## config.mk

```make
export PLATFORM = sky130hd
export DESIGN_NAME = dts_speed_select
export DESIGN_NICKNAME = d
export VERILOG_FILES = /design/src/hw/dts_pkg.sv /design/src/hw/dts_debounce.sv /design/src/hw/dts_speed_select.sv
export VERILOG_INCLUDE_DIRS = /design/src /design/src/hw
export SDC_FILE = /design/constraint.sdc
export NUM_CORES = 2
export LEC_CHECK = 0
export BUFFER_PORTS_ARGS = -buffer_cell sky130_fd_sc_hd__buf_2
export CAP_MARGIN = 20
export CORE_MARGIN = 4
export CORE_UTILIZATION = 60
export DETAILED_ROUTE_END_ITERATION = 10
export GPL_ROUTABILITY_DRIVEN = 0
export PLACE_DENSITY = 0.8
export SYNTH_ARGS = -nofsm -noshare
export SYNTH_HDL_FRONTEND = slang
export SYNTH_SLANG_ARGS = --single-unit
```

## constraint.sdc

```tcl
create_clock -name clock_in -period 6.8 [get_ports clock_in]
set_input_delay 0.34 -clock clock_in [delete_from_list [all_inputs] [get_ports clock_in]]
set_output_delay 0.34 -clock clock_in [all_outputs]
set_load 0.05 [all_outputs]
```

## src/hw/dts_consts.svh

```systemverilog
// constants for the terminal speed selection block
// assumes a 200 MHz control clock and a 32-bit classic wishbone slave port
//
// Functional notes
// - inch off: step terminals index stored speeds 1..7; zero uses source
// - inch terminal on selects stored inch speed over step and pot terminals; local override wins
// - pot raise/lower ramp reference while on, hold otherwise, source ignored
// - pot with local override: speed from pot, all else from override
// - pot store saves present reference; resumed pot run starts from it
// - pot reset clears retained pot value to zero
// - pot reset ramps to zero while running, loads zero directly when stopped
// - analog source with freeze on holds reference; released applies new one
// - local override takes run, reference, torque from keypad, speed mode
// - override change applies at once when stopped, else after stopping
// - source and mode changes during override wait for override off, stopped
// - alternate motor terminal selects second parameter set
// - alternate motor change while running waits until motor stopped
// - four ramp pairs, defaults by capacity class
// - ramp low weight 1, ramp high weight 2, both off pair 1
// - duplicate terminal function reads unused; no remapping while running
`ifndef DTS_CONSTS_SVH
`define DTS_CONSTS_SVH

`define DTS_CLK_MHZ         200
`define DTS_DEBOUNCE_US     100
`define DTS_POT_TICK_US     1000

`define DTS_OFF_TERM_MAP    8'h00
`define DTS_OFF_SRC_SEL     8'h04
`define DTS_OFF_KEYPAD      8'h08
`define DTS_OFF_POT_CFG     8'h0C
`define DTS_OFF_ALT_ACC     8'h10
`define DTS_OFF_ALT_DEC     8'h14
`define DTS_OFF_STATUS      8'h18
`define DTS_OFF_SPEED_REF   8'h1C
`define DTS_OFF_STEP_BASE   8'h20
`define DTS_OFF_RAMP_BASE   8'h40
`define DTS_OFF_POT_RETAIN  8'h60

`define DTS_ST_STEP_LSB     0
`define DTS_ST_INCH         3
`define DTS_ST_POT          4
`define DTS_ST_OVR          5
`define DTS_ST_ALT          6
`define DTS_ST_PAIR_LSB     7
`define DTS_ST_TERM_LSB     9
`define DTS_ST_SRC_LSB      17
`define DTS_ST_RUN          25

`define DTS_RST_KEYPAD      16'h0000
`define DTS_RST_POT_STEP    16'h0001
`define DTS_RST_POT_MAX     16'hFFFF
`define DTS_RST_SPEED       16'h0000

// ramp time defaults in units of 10 ms, per capacity class and pair
`define DTS_RT_C0_P1        16'd200
`define DTS_RT_C0_P2        16'd300
`define DTS_RT_C0_P3        16'd400
`define DTS_RT_C0_P4        16'd500
`define DTS_RT_C1_P1        16'd1000
`define DTS_RT_C1_P2        16'd1200
`define DTS_RT_C1_P3        16'd1400
`define DTS_RT_C1_P4        16'd1600
`define DTS_RT_C2_P1        16'd2000
`define DTS_RT_C2_P2        16'd2400
`define DTS_RT_C2_P3        16'd2800
`define DTS_RT_C2_P4        16'd3200
`define DTS_RT_C3_P1        16'd3000
`define DTS_RT_C3_P2        16'd3500
`define DTS_RT_C3_P3        16'd4000
`define DTS_RT_C3_P4        16'd4500

`endif

```

## src/hw/dts_pkg.sv

```systemverilog
// types shared by the terminal speed selection block
// assumes nothing beyond the constants header
package dts_pkg;

    typedef enum logic [3:0] {
        dts_fn_none,
        dts_fn_step_l,
        dts_fn_step_m,
        dts_fn_step_h,
        dts_fn_inch,
        dts_fn_pot_raise,
        dts_fn_pot_lower,
        dts_fn_pot_reset,
        dts_fn_pot_store,
        dts_fn_ref_freeze,
        dts_fn_local_ovr,
        dts_fn_alt_motor,
        dts_fn_ramp_l,
        dts_fn_ramp_h
    } dts_func_t;

    typedef enum logic [1:0] {
        dts_ref_keypad,
        dts_ref_analog,
        dts_ref_option,
        dts_ref_spare
    } dts_ref_src_t;

    typedef struct packed {
        logic [1:0]   mode;
        logic [1:0]   trq;
        dts_ref_src_t refs;
        logic [1:0]   run;
    } dts_src_t;

    typedef struct packed {
        logic [15:0] accel;
        logic [15:0] decel;
    } dts_ramp_t;

endpackage

```

## src/hw/dts_debounce.sv

```systemverilog
// one terminal: three-stage synchroniser and stability filter
// assumes an asynchronous raw pin and the control clock
`timescale 1ns/100ps
module dts_debounce #(
    parameter int DEB_CYCLES = 20000,
    parameter int CNT_W      = 15
) (
    input  wire logic clock_in,
    input  wire logic reset_n_in,
    input  wire logic raw_in,
    output logic      state_out
);

    logic             s1_reg;
    logic             s2_reg;
    logic             s3_reg;
    logic [CNT_W-1:0] cnt_reg;

    wire agree   = (s2_reg == s3_reg);
    wire differs = agree & (s3_reg != state_out);
    wire settled = (cnt_reg == CNT_W'(DEB_CYCLES - 1));

    generate
        if (DEB_CYCLES < 1 || (DEB_CYCLES - 1) >= (1 << CNT_W)) begin : g_chk
            $error("debounce count does not fit its counter");
        end
    endgenerate

    always_ff @(posedge clock_in) begin
        if (!reset_n_in) begin
            s1_reg    <= 1'b0;
            s2_reg    <= 1'b0;
            s3_reg    <= 1'b0;
            cnt_reg   <= '0;
            state_out <= 1'b0;
        end else begin
            s1_reg <= raw_in;
            s2_reg <= s1_reg;
            s3_reg <= s2_reg;
            if (!differs) begin
                cnt_reg <= '0;
            end else if (settled) begin
                cnt_reg   <= '0;
                state_out <= s3_reg;
            end else begin
                cnt_reg <= cnt_reg + CNT_W'(1);
            end
        end
    end

endmodule

```

## src/hw/dts_speed_select.sv

```systemverilog
// terminal speed selection: step speeds, inch, pot, freeze, override,
// alternate motor set and ramp pair selection, with a wishbone slave
// assumes motor_running_in and analog/option references on this clock
//
// Decided for this implementation: the address map and register access over Wishbone.
`timescale 1ns/100ps
`include "dts_consts.svh"
module dts_speed_select #(
    parameter int N_TERM          = 7,
    parameter int CAP_CLASS       = 0,
    parameter int DEB_CYCLES      = `DTS_DEBOUNCE_US * `DTS_CLK_MHZ,
    parameter int POT_TICK_CYCLES = `DTS_POT_TICK_US * `DTS_CLK_MHZ
) (
    input  wire logic          clock_in,
    input  wire logic          reset_n_in,
    input  wire logic [N_TERM-1:0] terminal_in,
    input  wire logic [15:0]   analog_ref_in,
    input  wire logic [15:0]   option_ref_in,
    input  wire logic          motor_running_in,
    input  wire logic          wb_cyc_in,
    input  wire logic          wb_stb_in,
    input  wire logic          wb_we_in,
    input  wire logic [31:0]   wb_adr_in,
    input  wire logic [3:0]    wb_sel_in,
    input  wire logic [31:0]   wb_dat_in,
    output logic [31:0]        wb_dat_out,
    output logic               wb_ack_out,
    output logic [15:0]        speed_ref_out,
    output logic               ref_direct_load_out,
    output dts_pkg::dts_src_t  active_src_out,
    output logic               alt_motor_set_out,
    output logic [1:0]         ramp_pair_out,
    output dts_pkg::dts_ramp_t ramp_time_out
);

    localparam int DEB_W  = $clog2(DEB_CYCLES + 1);
    localparam int TICK_W = $clog2(POT_TICK_CYCLES + 1);
    localparam int MAP_W  = 4 * N_TERM;
    localparam logic [7:0] STEP_BASE = `DTS_OFF_STEP_BASE;
    localparam logic [7:0] RAMP_BASE = `DTS_OFF_RAMP_BASE;

    generate
        if (N_TERM < 1 || N_TERM > 8 || CAP_CLASS < 0 || CAP_CLASS > 3 ||
            POT_TICK_CYCLES < 1) begin : g_chk
            $error("unsupported terminal count, class or tick");
        end
    endgenerate

    function automatic logic [15:0] ramp_default(input int cls,
                                                 input int pair);
        logic [15:0] v;
        v = `DTS_RT_C0_P1;
        case (cls * 4 + pair)
            0:       v = `DTS_RT_C0_P1;
            1:       v = `DTS_RT_C0_P2;
            2:       v = `DTS_RT_C0_P3;
            3:       v = `DTS_RT_C0_P4;
            4:       v = `DTS_RT_C1_P1;
            5:       v = `DTS_RT_C1_P2;
            6:       v = `DTS_RT_C1_P3;
            7:       v = `DTS_RT_C1_P4;
            8:       v = `DTS_RT_C2_P1;
            9:       v = `DTS_RT_C2_P2;
            10:      v = `DTS_RT_C2_P3;
            11:      v = `DTS_RT_C2_P4;
            12:      v = `DTS_RT_C3_P1;
            13:      v = `DTS_RT_C3_P2;
            14:      v = `DTS_RT_C3_P3;
            15:      v = `DTS_RT_C3_P4;
            default: v = `DTS_RT_C0_P1;
        endcase
        return v;
    endfunction

    function automatic logic [31:0] merge(input logic [31:0] old,
                                          input logic [31:0] nw,
                                          input logic [3:0]  sel);
        logic [31:0] r;
        r = old;
        for (int b = 0; b < 4; b++) begin
            if (sel[b]) begin
                r[8*b +: 8] = nw[8*b +: 8];
            end
        end
        return r;
    endfunction

    ////////////////////////////////////////////////////////////////////////
    // terminal conditioning

    logic [N_TERM-1:0] term_state;

    generate
        for (genvar t = 0; t < N_TERM; t++) begin : g_term
            dts_debounce #(
                .DEB_CYCLES(DEB_CYCLES),
                .CNT_W     (DEB_W)
            ) u_deb (
                .clock_in  (clock_in),
                .reset_n_in(reset_n_in),
                .raw_in    (terminal_in[t]),
                .state_out (term_state[t])
            );
        end
    endgenerate

    ////////////////////////////////////////////////////////////////////////
    // registers

    logic [MAP_W-1:0]   map_reg;
    dts_pkg::dts_src_t  src_sel_reg;
    logic [15:0]        keypad_reg;
    logic [15:0]        pot_step_reg;
    logic [15:0]        pot_max_reg;
    logic [15:0]        alt_acc_reg;
    logic [15:0]        alt_dec_reg;
    logic [15:0]        step_reg [8];
    logic [15:0]        ramp_reg [8];
    logic [15:0]        pot_value_reg;
    logic [15:0]        pot_retain_reg;
    logic [15:0]        analog_held_reg;
    logic               ovr_act_reg;
    logic               run_prev_reg;
    logic               reset_prev_reg;
    logic               store_prev_reg;
    logic [TICK_W-1:0]  tick_cnt_reg;
    logic [31:0]        rd_data;
    logic [MAP_W-1:0]   eff_map;
    logic [15:0]        fn_on;
    logic [15:0]        fn_asg;
    logic [15:0]        ref_next;
    logic [31:0]        status;

    wire bus_req = wb_cyc_in & wb_stb_in & ~wb_ack_out;
    wire bus_wr  = bus_req & wb_we_in;
    wire hi_ok   = (wb_adr_in[31:8] == 24'h000000);
    wire [7:0] a = wb_adr_in[7:0];
    wire hit_map  = hi_ok & (a == `DTS_OFF_TERM_MAP);
    wire hit_src  = hi_ok & (a == `DTS_OFF_SRC_SEL);
    wire hit_kpd  = hi_ok & (a == `DTS_OFF_KEYPAD);
    wire hit_pot  = hi_ok & (a == `DTS_OFF_POT_CFG);
    wire hit_aacc = hi_ok & (a == `DTS_OFF_ALT_ACC);
    wire hit_adec = hi_ok & (a == `DTS_OFF_ALT_DEC);
    wire hit_step = hi_ok & (a[7:5] == STEP_BASE[7:5]) & (a[1:0] == 2'b00);
    wire hit_ramp = hi_ok & (a[7:5] == RAMP_BASE[7:5]) & (a[1:0] == 2'b00);
    wire [2:0] bank_idx = a[4:2];
    wire [MAP_W-1:0] map_wr = MAP_W'(merge(32'(map_reg), wb_dat_in,
                                           wb_sel_in));
    wire [31:0] src_wr  = merge({24'h000000, src_sel_reg}, wb_dat_in,
                                wb_sel_in);
    wire [31:0] kpd_wr  = merge({16'h0000, keypad_reg}, wb_dat_in, wb_sel_in);
    wire [31:0] pot_wr  = merge({pot_max_reg, pot_step_reg}, wb_dat_in,
                                wb_sel_in);
    wire [31:0] aacc_wr = merge({16'h0000, alt_acc_reg}, wb_dat_in,
                                wb_sel_in);
    wire [31:0] adec_wr = merge({16'h0000, alt_dec_reg}, wb_dat_in,
                                wb_sel_in);

    always_ff @(posedge clock_in) begin
        if (!reset_n_in) begin
            map_reg      <= '0;
            src_sel_reg  <= '0;
            keypad_reg   <= `DTS_RST_KEYPAD;
            pot_step_reg <= `DTS_RST_POT_STEP;
            pot_max_reg  <= `DTS_RST_POT_MAX;
            alt_acc_reg  <= ramp_default(CAP_CLASS, 0);
            alt_dec_reg  <= ramp_default(CAP_CLASS, 0);
        end else if (bus_wr) begin
            if (hit_map && !motor_running_in) begin
                map_reg <= map_wr;
            end
            if (hit_src) begin
                src_sel_reg <= src_wr[7:0];
            end
            if (hit_kpd) begin
                keypad_reg <= kpd_wr[15:0];
            end
            if (hit_pot) begin
                pot_step_reg <= pot_wr[15:0];
                pot_max_reg  <= pot_wr[31:16];
            end
            if (hit_aacc) begin
                alt_acc_reg <= aacc_wr[15:0];
            end
            if (hit_adec) begin
                alt_dec_reg <= adec_wr[15:0];
            end
        end
    end

    generate
        for (genvar i = 0; i < 8; i++) begin : g_bank
            wire [31:0] st_wr = merge({16'h0000, step_reg[i]}, wb_dat_in,
                                      wb_sel_in);
            wire [31:0] rt_wr = merge({16'h0000, ramp_reg[i]}, wb_dat_in,
                                      wb_sel_in);
            always_ff @(posedge clock_in) begin
                if (!reset_n_in) begin
                    step_reg[i] <= `DTS_RST_SPEED;
                    ramp_reg[i] <= ramp_default(CAP_CLASS, i / 2);
                end else if (bus_wr && bank_idx == 3'(i)) begin
                    if (hit_step) begin
                        step_reg[i] <= st_wr[15:0];
                    end
                    if (hit_ramp) begin
                        ramp_reg[i] <= rt_wr[15:0];
                    end
                end
            end
        end
    endgenerate

    ////////////////////////////////////////////////////////////////////////
    // function decode: lowest terminal keeps a shared function

    always_comb begin
        logic       dup;
        logic [3:0] code;
        dup    = 1'b0;
        code   = 4'h0;
        fn_on  = 16'h0000;
        fn_asg = 16'h0000;
        eff_map = '0;
        for (int t = 0; t < N_TERM; t++) begin
            dup = 1'b0;
            for (int u = 0; u < t; u++) begin
                if (map_reg[4*u +: 4] == map_reg[4*t +: 4]) begin
                    dup = 1'b1;
                end
            end
            code = dup ? 4'h0 : map_reg[4*t +: 4];
            if (code > 4'(dts_pkg::dts_fn_ramp_h)) begin
                code = 4'h0;
            end
            eff_map[4*t +: 4] = code;
            if (code != 4'h0) begin
                fn_asg[code] = 1'b1;
                fn_on[code]  = term_state[t];
            end
        end
    end

    wire inch_on  = fn_on[dts_pkg::dts_fn_inch];
    wire [2:0] step_idx = {fn_on[dts_pkg::dts_fn_step_h],
                           fn_on[dts_pkg::dts_fn_step_m],
                           fn_on[dts_pkg::dts_fn_step_l]};
    wire pot_mode = fn_asg[dts_pkg::dts_fn_pot_raise] |
                    fn_asg[dts_pkg::dts_fn_pot_lower];
    wire raise_on = fn_on[dts_pkg::dts_fn_pot_raise];
    wire lower_on = fn_on[dts_pkg::dts_fn_pot_lower];
    wire reset_on = fn_on[dts_pkg::dts_fn_pot_reset];
    wire store_on = fn_on[dts_pkg::dts_fn_pot_store];
    wire reset_edge = reset_on & ~reset_prev_reg;
    wire store_edge = store_on & ~store_prev_reg;
    wire resume = pot_mode & motor_running_in & ~run_prev_reg;
    wire tick = (tick_cnt_reg == TICK_W'(POT_TICK_CYCLES - 1));
    wire [16:0] pot_sum = {1'b0, pot_value_reg} + {1'b0, pot_step_reg};
    wire [15:0] pot_up = (pot_sum > {1'b0, pot_max_reg}) ? pot_max_reg
                                                          : pot_sum[15:0];
    wire [15:0] pot_dn = (pot_value_reg > pot_step_reg)
                         ? pot_value_reg - pot_step_reg : 16'h0000;
    wire freeze = fn_on[dts_pkg::dts_fn_ref_freeze] &
                  (active_src_out.refs == dts_pkg::dts_ref_analog);
    wire [1:0] pair = {fn_on[dts_pkg::dts_fn_ramp_h],
                       fn_on[dts_pkg::dts_fn_ramp_l]};

    ////////////////////////////////////////////////////////////////////////
    // pot state, analog hold, deferred selections

    always_ff @(posedge clock_in) begin
        if (!reset_n_in) begin
            tick_cnt_reg    <= '0;
            pot_value_reg   <= '0;
            pot_retain_reg  <= '0;
            analog_held_reg <= '0;
            run_prev_reg    <= 1'b0;
            reset_prev_reg  <= 1'b0;
            store_prev_reg  <= 1'b0;
            ovr_act_reg     <= 1'b0;
            alt_motor_set_out <= 1'b0;
            active_src_out  <= '0;
        end else begin
            tick_cnt_reg   <= tick ? '0 : tick_cnt_reg + TICK_W'(1);
            run_prev_reg   <= motor_running_in;
            reset_prev_reg <= reset_on;
            store_prev_reg <= store_on;
            if (reset_edge) begin
                pot_value_reg <= 16'h0000;
            end else if (resume) begin
                pot_value_reg <= pot_retain_reg;
            end else if (tick && raise_on && !lower_on) begin
                pot_value_reg <= pot_up;
            end else if (tick && lower_on && !raise_on) begin
                pot_value_reg <= pot_dn;
            end
            if (reset_edge) begin
                pot_retain_reg <= 16'h0000;
            end else if (store_edge) begin
                pot_retain_reg <= speed_ref_out;
            end
            if (!freeze) begin
                analog_held_reg <= analog_ref_in;
            end
            if (!motor_running_in) begin
                ovr_act_reg       <= fn_on[dts_pkg::dts_fn_local_ovr];
                alt_motor_set_out <= fn_on[dts_pkg::dts_fn_alt_motor];
                active_src_out    <= fn_on[dts_pkg::dts_fn_local_ovr]
                                     ? '0 : src_sel_reg;
            end
        end
    end

    ////////////////////////////////////////////////////////////////////////
    // reference and ramp selection

    wire [15:0] src_ref = (active_src_out.refs == dts_pkg::dts_ref_analog)
                          ? analog_held_reg
                          : (active_src_out.refs == dts_pkg::dts_ref_option)
                          ? option_ref_in : keypad_reg;

    always_comb begin
        ref_next = src_ref;
        if (ovr_act_reg) begin
            ref_next = pot_mode ? pot_value_reg : keypad_reg;
        end else if (inch_on) begin
            ref_next = step_reg[0];
        end else if (pot_mode) begin
            ref_next = pot_value_reg;
        end else if (step_idx != 3'b000) begin
            ref_next = step_reg[step_idx];
        end
    end

    wire use_alt = alt_motor_set_out & (pair == 2'b00);
    wire [15:0] acc_sel = use_alt ? alt_acc_reg : ramp_reg[{pair, 1'b0}];
    wire [15:0] dec_sel = use_alt ? alt_dec_reg : ramp_reg[{pair, 1'b1}];

    always_ff @(posedge clock_in) begin
        if (!reset_n_in) begin
            speed_ref_out       <= '0;
            ref_direct_load_out <= 1'b0;
            ramp_pair_out       <= 2'b00;
            ramp_time_out       <= '0;
        end else begin
            speed_ref_out       <= ref_next;
            ref_direct_load_out <= reset_edge & ~motor_running_in;
            ramp_pair_out       <= pair;
            ramp_time_out       <= {acc_sel, dec_sel};
        end
    end

    ////////////////////////////////////////////////////////////////////////
    // wishbone read and acknowledge

    always_comb begin
        status = 32'h00000000;
        status[`DTS_ST_STEP_LSB +: 3] = step_idx;
        status[`DTS_ST_INCH]          = inch_on;
        status[`DTS_ST_POT]           = pot_mode;
        status[`DTS_ST_OVR]           = ovr_act_reg;
        status[`DTS_ST_ALT]           = alt_motor_set_out;
        status[`DTS_ST_PAIR_LSB +: 2] = pair;
        status[`DTS_ST_TERM_LSB +: N_TERM] = term_state;
        status[`DTS_ST_SRC_LSB +: 8]  = active_src_out;
        status[`DTS_ST_RUN]           = motor_running_in;
    end

    always_comb begin
        rd_data = 32'h00000000;
        if (hit_map) begin
            rd_data = 32'(eff_map);
        end else if (hit_src) begin
            rd_data = {24'h000000, src_sel_reg};
        end else if (hit_kpd) begin
            rd_data = {16'h0000, keypad_reg};
        end else if (hit_pot) begin
            rd_data = {pot_max_reg, pot_step_reg};
        end else if (hit_aacc) begin
            rd_data = {16'h0000, alt_acc_reg};
        end else if (hit_adec) begin
            rd_data = {16'h0000, alt_dec_reg};
        end else if (hi_ok && a == `DTS_OFF_STATUS) begin
            rd_data = status;
        end else if (hi_ok && a == `DTS_OFF_SPEED_REF) begin
            rd_data = {16'h0000, speed_ref_out};
        end else if (hi_ok && a == `DTS_OFF_POT_RETAIN) begin
            rd_data = {16'h0000, pot_retain_reg};
        end else if (hit_step) begin
            rd_data = {16'h0000, step_reg[bank_idx]};
        end else if (hit_ramp) begin
            rd_data = {16'h0000, ramp_reg[bank_idx]};
        end
    end

    always_ff @(posedge clock_in) begin
        if (!reset_n_in) begin
            wb_ack_out <= 1'b0;
            wb_dat_out <= 32'h00000000;
        end else begin
            wb_ack_out <= bus_req;
            wb_dat_out <= bus_req ? rd_data : 32'h00000000;
        end
    end

endmodule
```

---- After elaboration in Yosys (flattened, before gate mapping) ----
Memory sizes are Yosys's and may differ from the RTL's.
Index checks and enable logic that the tools add are counted.
storage, ports and cells
  memories ................................ 2
  word-level logic and storage cells ...... 592
  memory bits (writable) .................. 256
  register bits ........................... 412
memories
  name      words  bits a word  read ports  clocked after Yosys merged registers in  write ports  line                     source
  ramp_reg  8      16           3           0                                        8            dts_speed_select.sv:118  logic [15:0] ramp_reg [8];
  step_reg  8      16           3           0                                        8            dts_speed_select.sv:117  logic [15:0] step_reg [8];
operators by class
  add/subtract/negate cells ............... 10
  reductions and logical operators ........ 103
  magnitude comparators ................... 23
  equal/unequal tests ..................... 92
  bitwise logic cells ..................... 80
  muxes and demuxes ....................... 208
operator list
  kind                                                                                  count
  8-bit two-way mux                                                                     63
  16-bit two-way mux                                                                    25
  15-bit by 1-bit adder with 15-bit output (second input constant)                      7
  15-bit equality test (second input constant)                                          7
  16-bit bitwise mux                                                                    6
  4-bit equality test                                                                   21
  28-bit two-way mux                                                                    3
  1-bit two-way mux                                                                     79
  26-bit two-way mux                                                                    3
  2-bit AND reduction                                                                   38
  4-bit two-way mux                                                                     13
  7-bit two-way mux                                                                     7
  3-bit AND reduction                                                                   15
  7-bit OR                                                                              6
  4-bit by 5-bit less-than comparator with 1-bit output (second input constant)         7
  8-bit by 5-bit equality test with 1-bit output (second input constant)                4
  32-bit two-way mux                                                                    1
  1-bit OR                                                                              32
  1-bit != test (second input constant)                                                 30
  1-bit demux with 4-bit select                                                         7
  4-bit by 1-bit greater-or-equal comparator with 1-bit output (second input constant)  7
  4-bit > comparator (second input constant)                                            7
  4-bit nonzero test                                                                    7
  1-bit bitwise AND                                                                     27
  other kinds (29)                                                                      94

---- Depth between registers and ports, before layout ----
  depth after elaboration ................. 29
  mapped depth ............................ 22

---- Modules after synthesis ----
From an unflattened synthesis, not the netlist that was laid out.
second synthesis, totals
  cells, all modules ...................... 3618
  area total of the unflattened synthesis .. 36837.8 µm²
by module, submodules not included
  module            cells each  area an instance (µm²)  sequential area each (µm²)  times used
  dts_speed_select  3030        30540.5                 13272.7                     1
  dts_debounce      84          899.6                   380.4                       7

---- Worst setup path after synthesis ----
No wires, ideal clock.
  kind .................................... flip-flop to flip-flop
  start ................................... register pot_step_reg[4]
  end ..................................... register pot_value_reg[2]
  required time ........................... 6.729 ns
  path buffers ............................ 2
  cell stages (with the launch flop) ...... 22
  arrival time ............................ 3.969 ns
  slack ................................... 2.760 ns
  cell sequence ........................... dfxtp_1 -> inv_1 -> ha_1 -> clkbuf_1 -> or3_1 -> o211ai_1 -> a31o_2 -> nand2_1 -> a221oi_1 -> nor2_1 -> xor2_1 -> ha_1 -> nand4b_1 -> nor4_1 -> nand4_1 -> o211ai_1 -> o311ai_4 -> clkbuf_4 -> mux2i_1 -> o211ai_1 -> o211ai_1 -> a21oi_1
between the ends
  word-level cells in the longest chain between the ends .. 5
RTL lines
  what                                                                                   line                                              source
  start, declared                                                                        dts_speed_select.sv:113                           logic [15:0] pot_step_reg;
  start signal, assigned                                                                 dts_speed_select.sv:164                           pot_step_reg <= `DTS_RST_POT_STEP;
  start signal, assigned                                                                 dts_speed_select.sv:179                           pot_step_reg <= pot_wr[15:0];
  16-bit by 16-bit adder with 17-bit output or 16-bit > comparator (tied branches)       dts_speed_select.sv:257, dts_speed_select.sv:260
  17-bit by 16-bit > comparator with 1-bit output or 16-bit two-way mux (tied branches)  dts_speed_select.sv:258, dts_speed_select.sv:261
  16-bit two-way mux, on equally long branches                                           dts_speed_select.sv:258, dts_speed_select.sv:293
  16-bit two-way mux *                                                                   dts_speed_select.sv:291                           end else if (tick && raise_on && !lower_on) begin
  16-bit two-way mux *                                                                   dts_speed_select.sv:289                           end else if (resume) begin
  end signal, assigned                                                                   dts_speed_select.sv:290                           pot_value_reg <= pot_retain_reg;
  end signal, assigned                                                                   dts_speed_select.sv:292                           pot_value_reg <= pot_up;
  end signal, assigned                                                                   dts_speed_select.sv:294                           pot_value_reg <= pot_dn;
  end, declared                                                                          dts_speed_select.sv:119                           logic [15:0] pot_value_reg;
Every way passes the cells marked *; elsewhere a longest branch is shown, timed or not. The select of a mux whose other input is x is not followed.
A chain may end at the register's enable or synchronous reset.

---- Worst setup path after layout ----
  start ................................... register pot_step_reg[5]
  end ..................................... register pot_value_reg[14]
between the ends
  word-level cells in the longest chain between the ends .. 5
RTL lines
  what                                                                                   line                                              source
  16-bit by 16-bit adder with 17-bit output (tied with other cells)                      dts_speed_select.sv:257                           wire [16:0] pot_sum = {1'b0, pot_value_reg} + {1'b0, pot_step_reg};
  17-bit by 16-bit > comparator with 1-bit output or 16-bit two-way mux (tied branches)  dts_speed_select.sv:258, dts_speed_select.sv:261
  16-bit two-way mux, on equally long branches                                           dts_speed_select.sv:258, dts_speed_select.sv:293
  16-bit two-way mux *                                                                   dts_speed_select.sv:291
  16-bit two-way mux *                                                                   dts_speed_select.sv:289
Marks and branches as above.

==> flow_summary.json <==
{
  "timing.final.max_slew_violations": 0,
  "area_delta_synth_final_pct": 11.41,
  "cts_resized": 0,
  "dp_hpwl_um": 78180,
  "boundaryPins": 206,
  "cts.clk_slew.worst_paths_ns": 0.06,
  "netlist_top_cells_count": "dfxtp_1, nor2_1, and2_1, edfxtp_1, nand2_1",
  "syn-cell-area_mm2": 0.03572,
  "portBuffers": 205,
  "dr.pass1.iters": 7,
  "cts_root_buffer": "clkbuf_16",
  "fin_crit_sh_pct": 69.37,
  "yosysWarnings": 0,
  "startpoint_type": "flip-flop",
  "syn_inst": 3584,
  "syn_nets": 3755,
  "avgSynthCellArea_um2": 9.966,
  "synth_edf_count": 256,
  "finalWirelength_um": 112500,
  "cts_tree": "done",
  "grtUsageTotal_pct": 34.44,
  "drt-initial-drc-count": 4137,
  "cts_buffer_depth": 3,
  "max-cap-violations": 0,
  "synth_top_area_share_pct": 23.09,
  "fp.coreArea_mm2": 0.05902,
  "max-slew-margin-rel_pct": 24.86,
  "die_y_um": 252.0,
  "tightest_slew_ns": 1.119,
  "cts_inserted_buffers": 71,
  "vdd.ir_drop.worst_mv": 0.2804,
  "synth_most_common_cell": "dfxtp_1",
  "vias": 29710,
  "p_leak_nw": 15.54,
  "grt_pass1_vias": 28420,
  "crit_required_ns": 7.33,
  "die_w_um": 252.0,
  "grt_max_degree": 92,
  "path_class": "reg -> reg",
  "antenna_found_initial": 5,
  "min_period_ns": 4.717,
  "synthArstFlopShare_pct": 0,
  "hp-class": "in -> reg",
  "final_util_pct": 67.42,
  "dieArea_mm2": 0.06350,
  "synth_top_cell_by_area": "dfxtp_1",
  "rows": 89,
  "grt_pass1_wl_um": 169400,
  "power_density_mw_per_mm2": 222.4,
  "synth-seq-cells": 668,
  "htreeDepth": 3,
  "yosysSeqAreaShare_pct": 44.62,
  "ant_nets": 0,
  "nets": 3860,
  "dpl_worst_slack_ns": 2.199,
  "crit_fanout": 15,
  "fin_tns_setup_ns": 0,
  "status": "complete, no violations",
  "layout_setup_ws_ns": 2.083,
  "endpoint_kind": "flip-flop",
  "wire_per_inst_um": 24.88,
  "drc_errors": 0,
  "finClkSkew_ns": 0.02705,
  "clock_sinks": 668,
  "clkLatencyLatePin_ns": 0.63,
  "grt.overflow.total": 0,
  "synth_cell_types": 87,
  "layout-drive-gt1-share_pct": 15.16,
  "initial_utilization_pct": 60.52,
  "finalSetupViolations": 0,
  "arrival_ns": 5.25,
  "power_mw": 8.851,
  "synth_flop_cell": "dfxtp_1",
  "synth_area_leaders": "dfxtp_1, edfxtp_1, mux2i_1",
  "rsz0062_at_grt": "no",
  "fmax_ghz": 0.2120,
  "avgViaCountPerCell": 6.571,
  "hold_viol_final": 0
}
-- power by group --
group | internal, mW | total, mW | switching (mW)
clock network | 2.42 | 4.09 | 1.67
registers | 4.22 | 4.28 | 0.0536
logic | 0.168 | 0.483 | 0.315
total | 6.81 | 8.85 | 2.04
-- cells in the final DEF (no fill, tap or decap), types with 11 or more instances in the layout --
cell type      instances
a211oi_1              35
a21oi_1              143
a221oi_1              14
a22oi_1               13
a31oi_1               11
and2_1               281
and3_1                23
buf_2                208
buf_4                 52
clkbuf_16             73
clkinv_2              16
dfxtp_1              411
dlygate4sd3_1         34
edfxtp_1             256
ha_1                  56
inv_1                 85
mux2_2                40
mux2i_1              246
mux4_2               101
nand2_1              256
nand2b_1              22
nand3_1              156
nand4_1               50
nor2_1               361
nor2b_1               39
nor3_1                62
nor3b_1               11
nor4_1                24
o211ai_1              33
o21ai_0               93
o221ai_1              19
o22ai_1               38
or2_2                 13
or3_1                 48
xnor2_1              109
xor2_1               110
-- routing by layer --
metal / GRT usage (%) / wire length, um
met5: 0 / 27
met4: 20.95 / 8257
met3: 8.030 / 13970
met2: 52.52 / 49360
met1: 44.90 / 40920
-- kinds of logic after synthesis --
logic type	Yosys count	synth area share, %
AND/OR/NAND/NOR	1393	19.75
flip-flops	668	44.62
AO/OA/AOI/OAI	503	9.283
multiplexers	388	14.55
buffers and inverters	355	4.358
XOR/XNOR	219	5.370
adder cells (fa/ha/maj)	58	2.074
-- worst paths after layout --
kind              cells after the start                    from  slack, ns                endpoint
setup / recovery                     17         pot_step_reg[5]       2.08       pot_value_reg[14]
setup reg to reg                     17         pot_step_reg[5]       2.08       pot_value_reg[14]
hold reg to reg                       1  g_term[6].u_deb.s1_reg       0.44  g_term[6].u_deb.s2_reg
hold / removal                        3        analog_ref_in[3]      0.006      analog_held_reg[3]
-- repair_timing --
item	4_1_cts	5_1_grt
hold buffers	34	0
hold endpoints to repair	40	0
buffers inserted	0	0
-- through the flow --
| step | cells | cell area [um2] | hold slack (ns) |
|---|---|---|---|
| floorplan | 3584 | 35720 | 0.4000 |
| global placement | 4342 | 36930 | 0.4157 |
| detailed placement | 4345 | 36950 | 0.4204 |
| CTS | 4509 | 39730 | 0.002680 |
| global route | 4521 | 39790 | 0.02414 |
| finish | 4522 | 39790 | 0.005743 |
-- cell type report --
cell class | instances | area [um2]
tap | 773 | 967.2
clock inverter | 37 | 447.9
sequential | 668 | 15940
fill | 4347 | 19230
timing repair buffer | 301 | 1842
antenna | 3 | 7.507
inverter | 86 | 325.3
clock buffer | 93 | 1993
multi-input combinational | 2561 | 18270
-- critical path: stages (launching register included) --
cell	delay [ns]
dfxtp_1	0.39
inv_1	0.06
ha_1	0.40
nor3b_1	0.19
nor3_1	0.38
nor3_1	0.11
a2111oi_0	0.47
o31ai_1	0.14
xnor2_1	0.23
ha_1	0.28
nand4_1	0.16
a311o_1	0.16
nand4_1	0.09
o211ai_1	0.36
o311ai_4	0.42
mux2i_1	0.22
o221a_2	0.31
o32ai_1	0.26
Note: power is estimated with default switching activity, not from simulation.
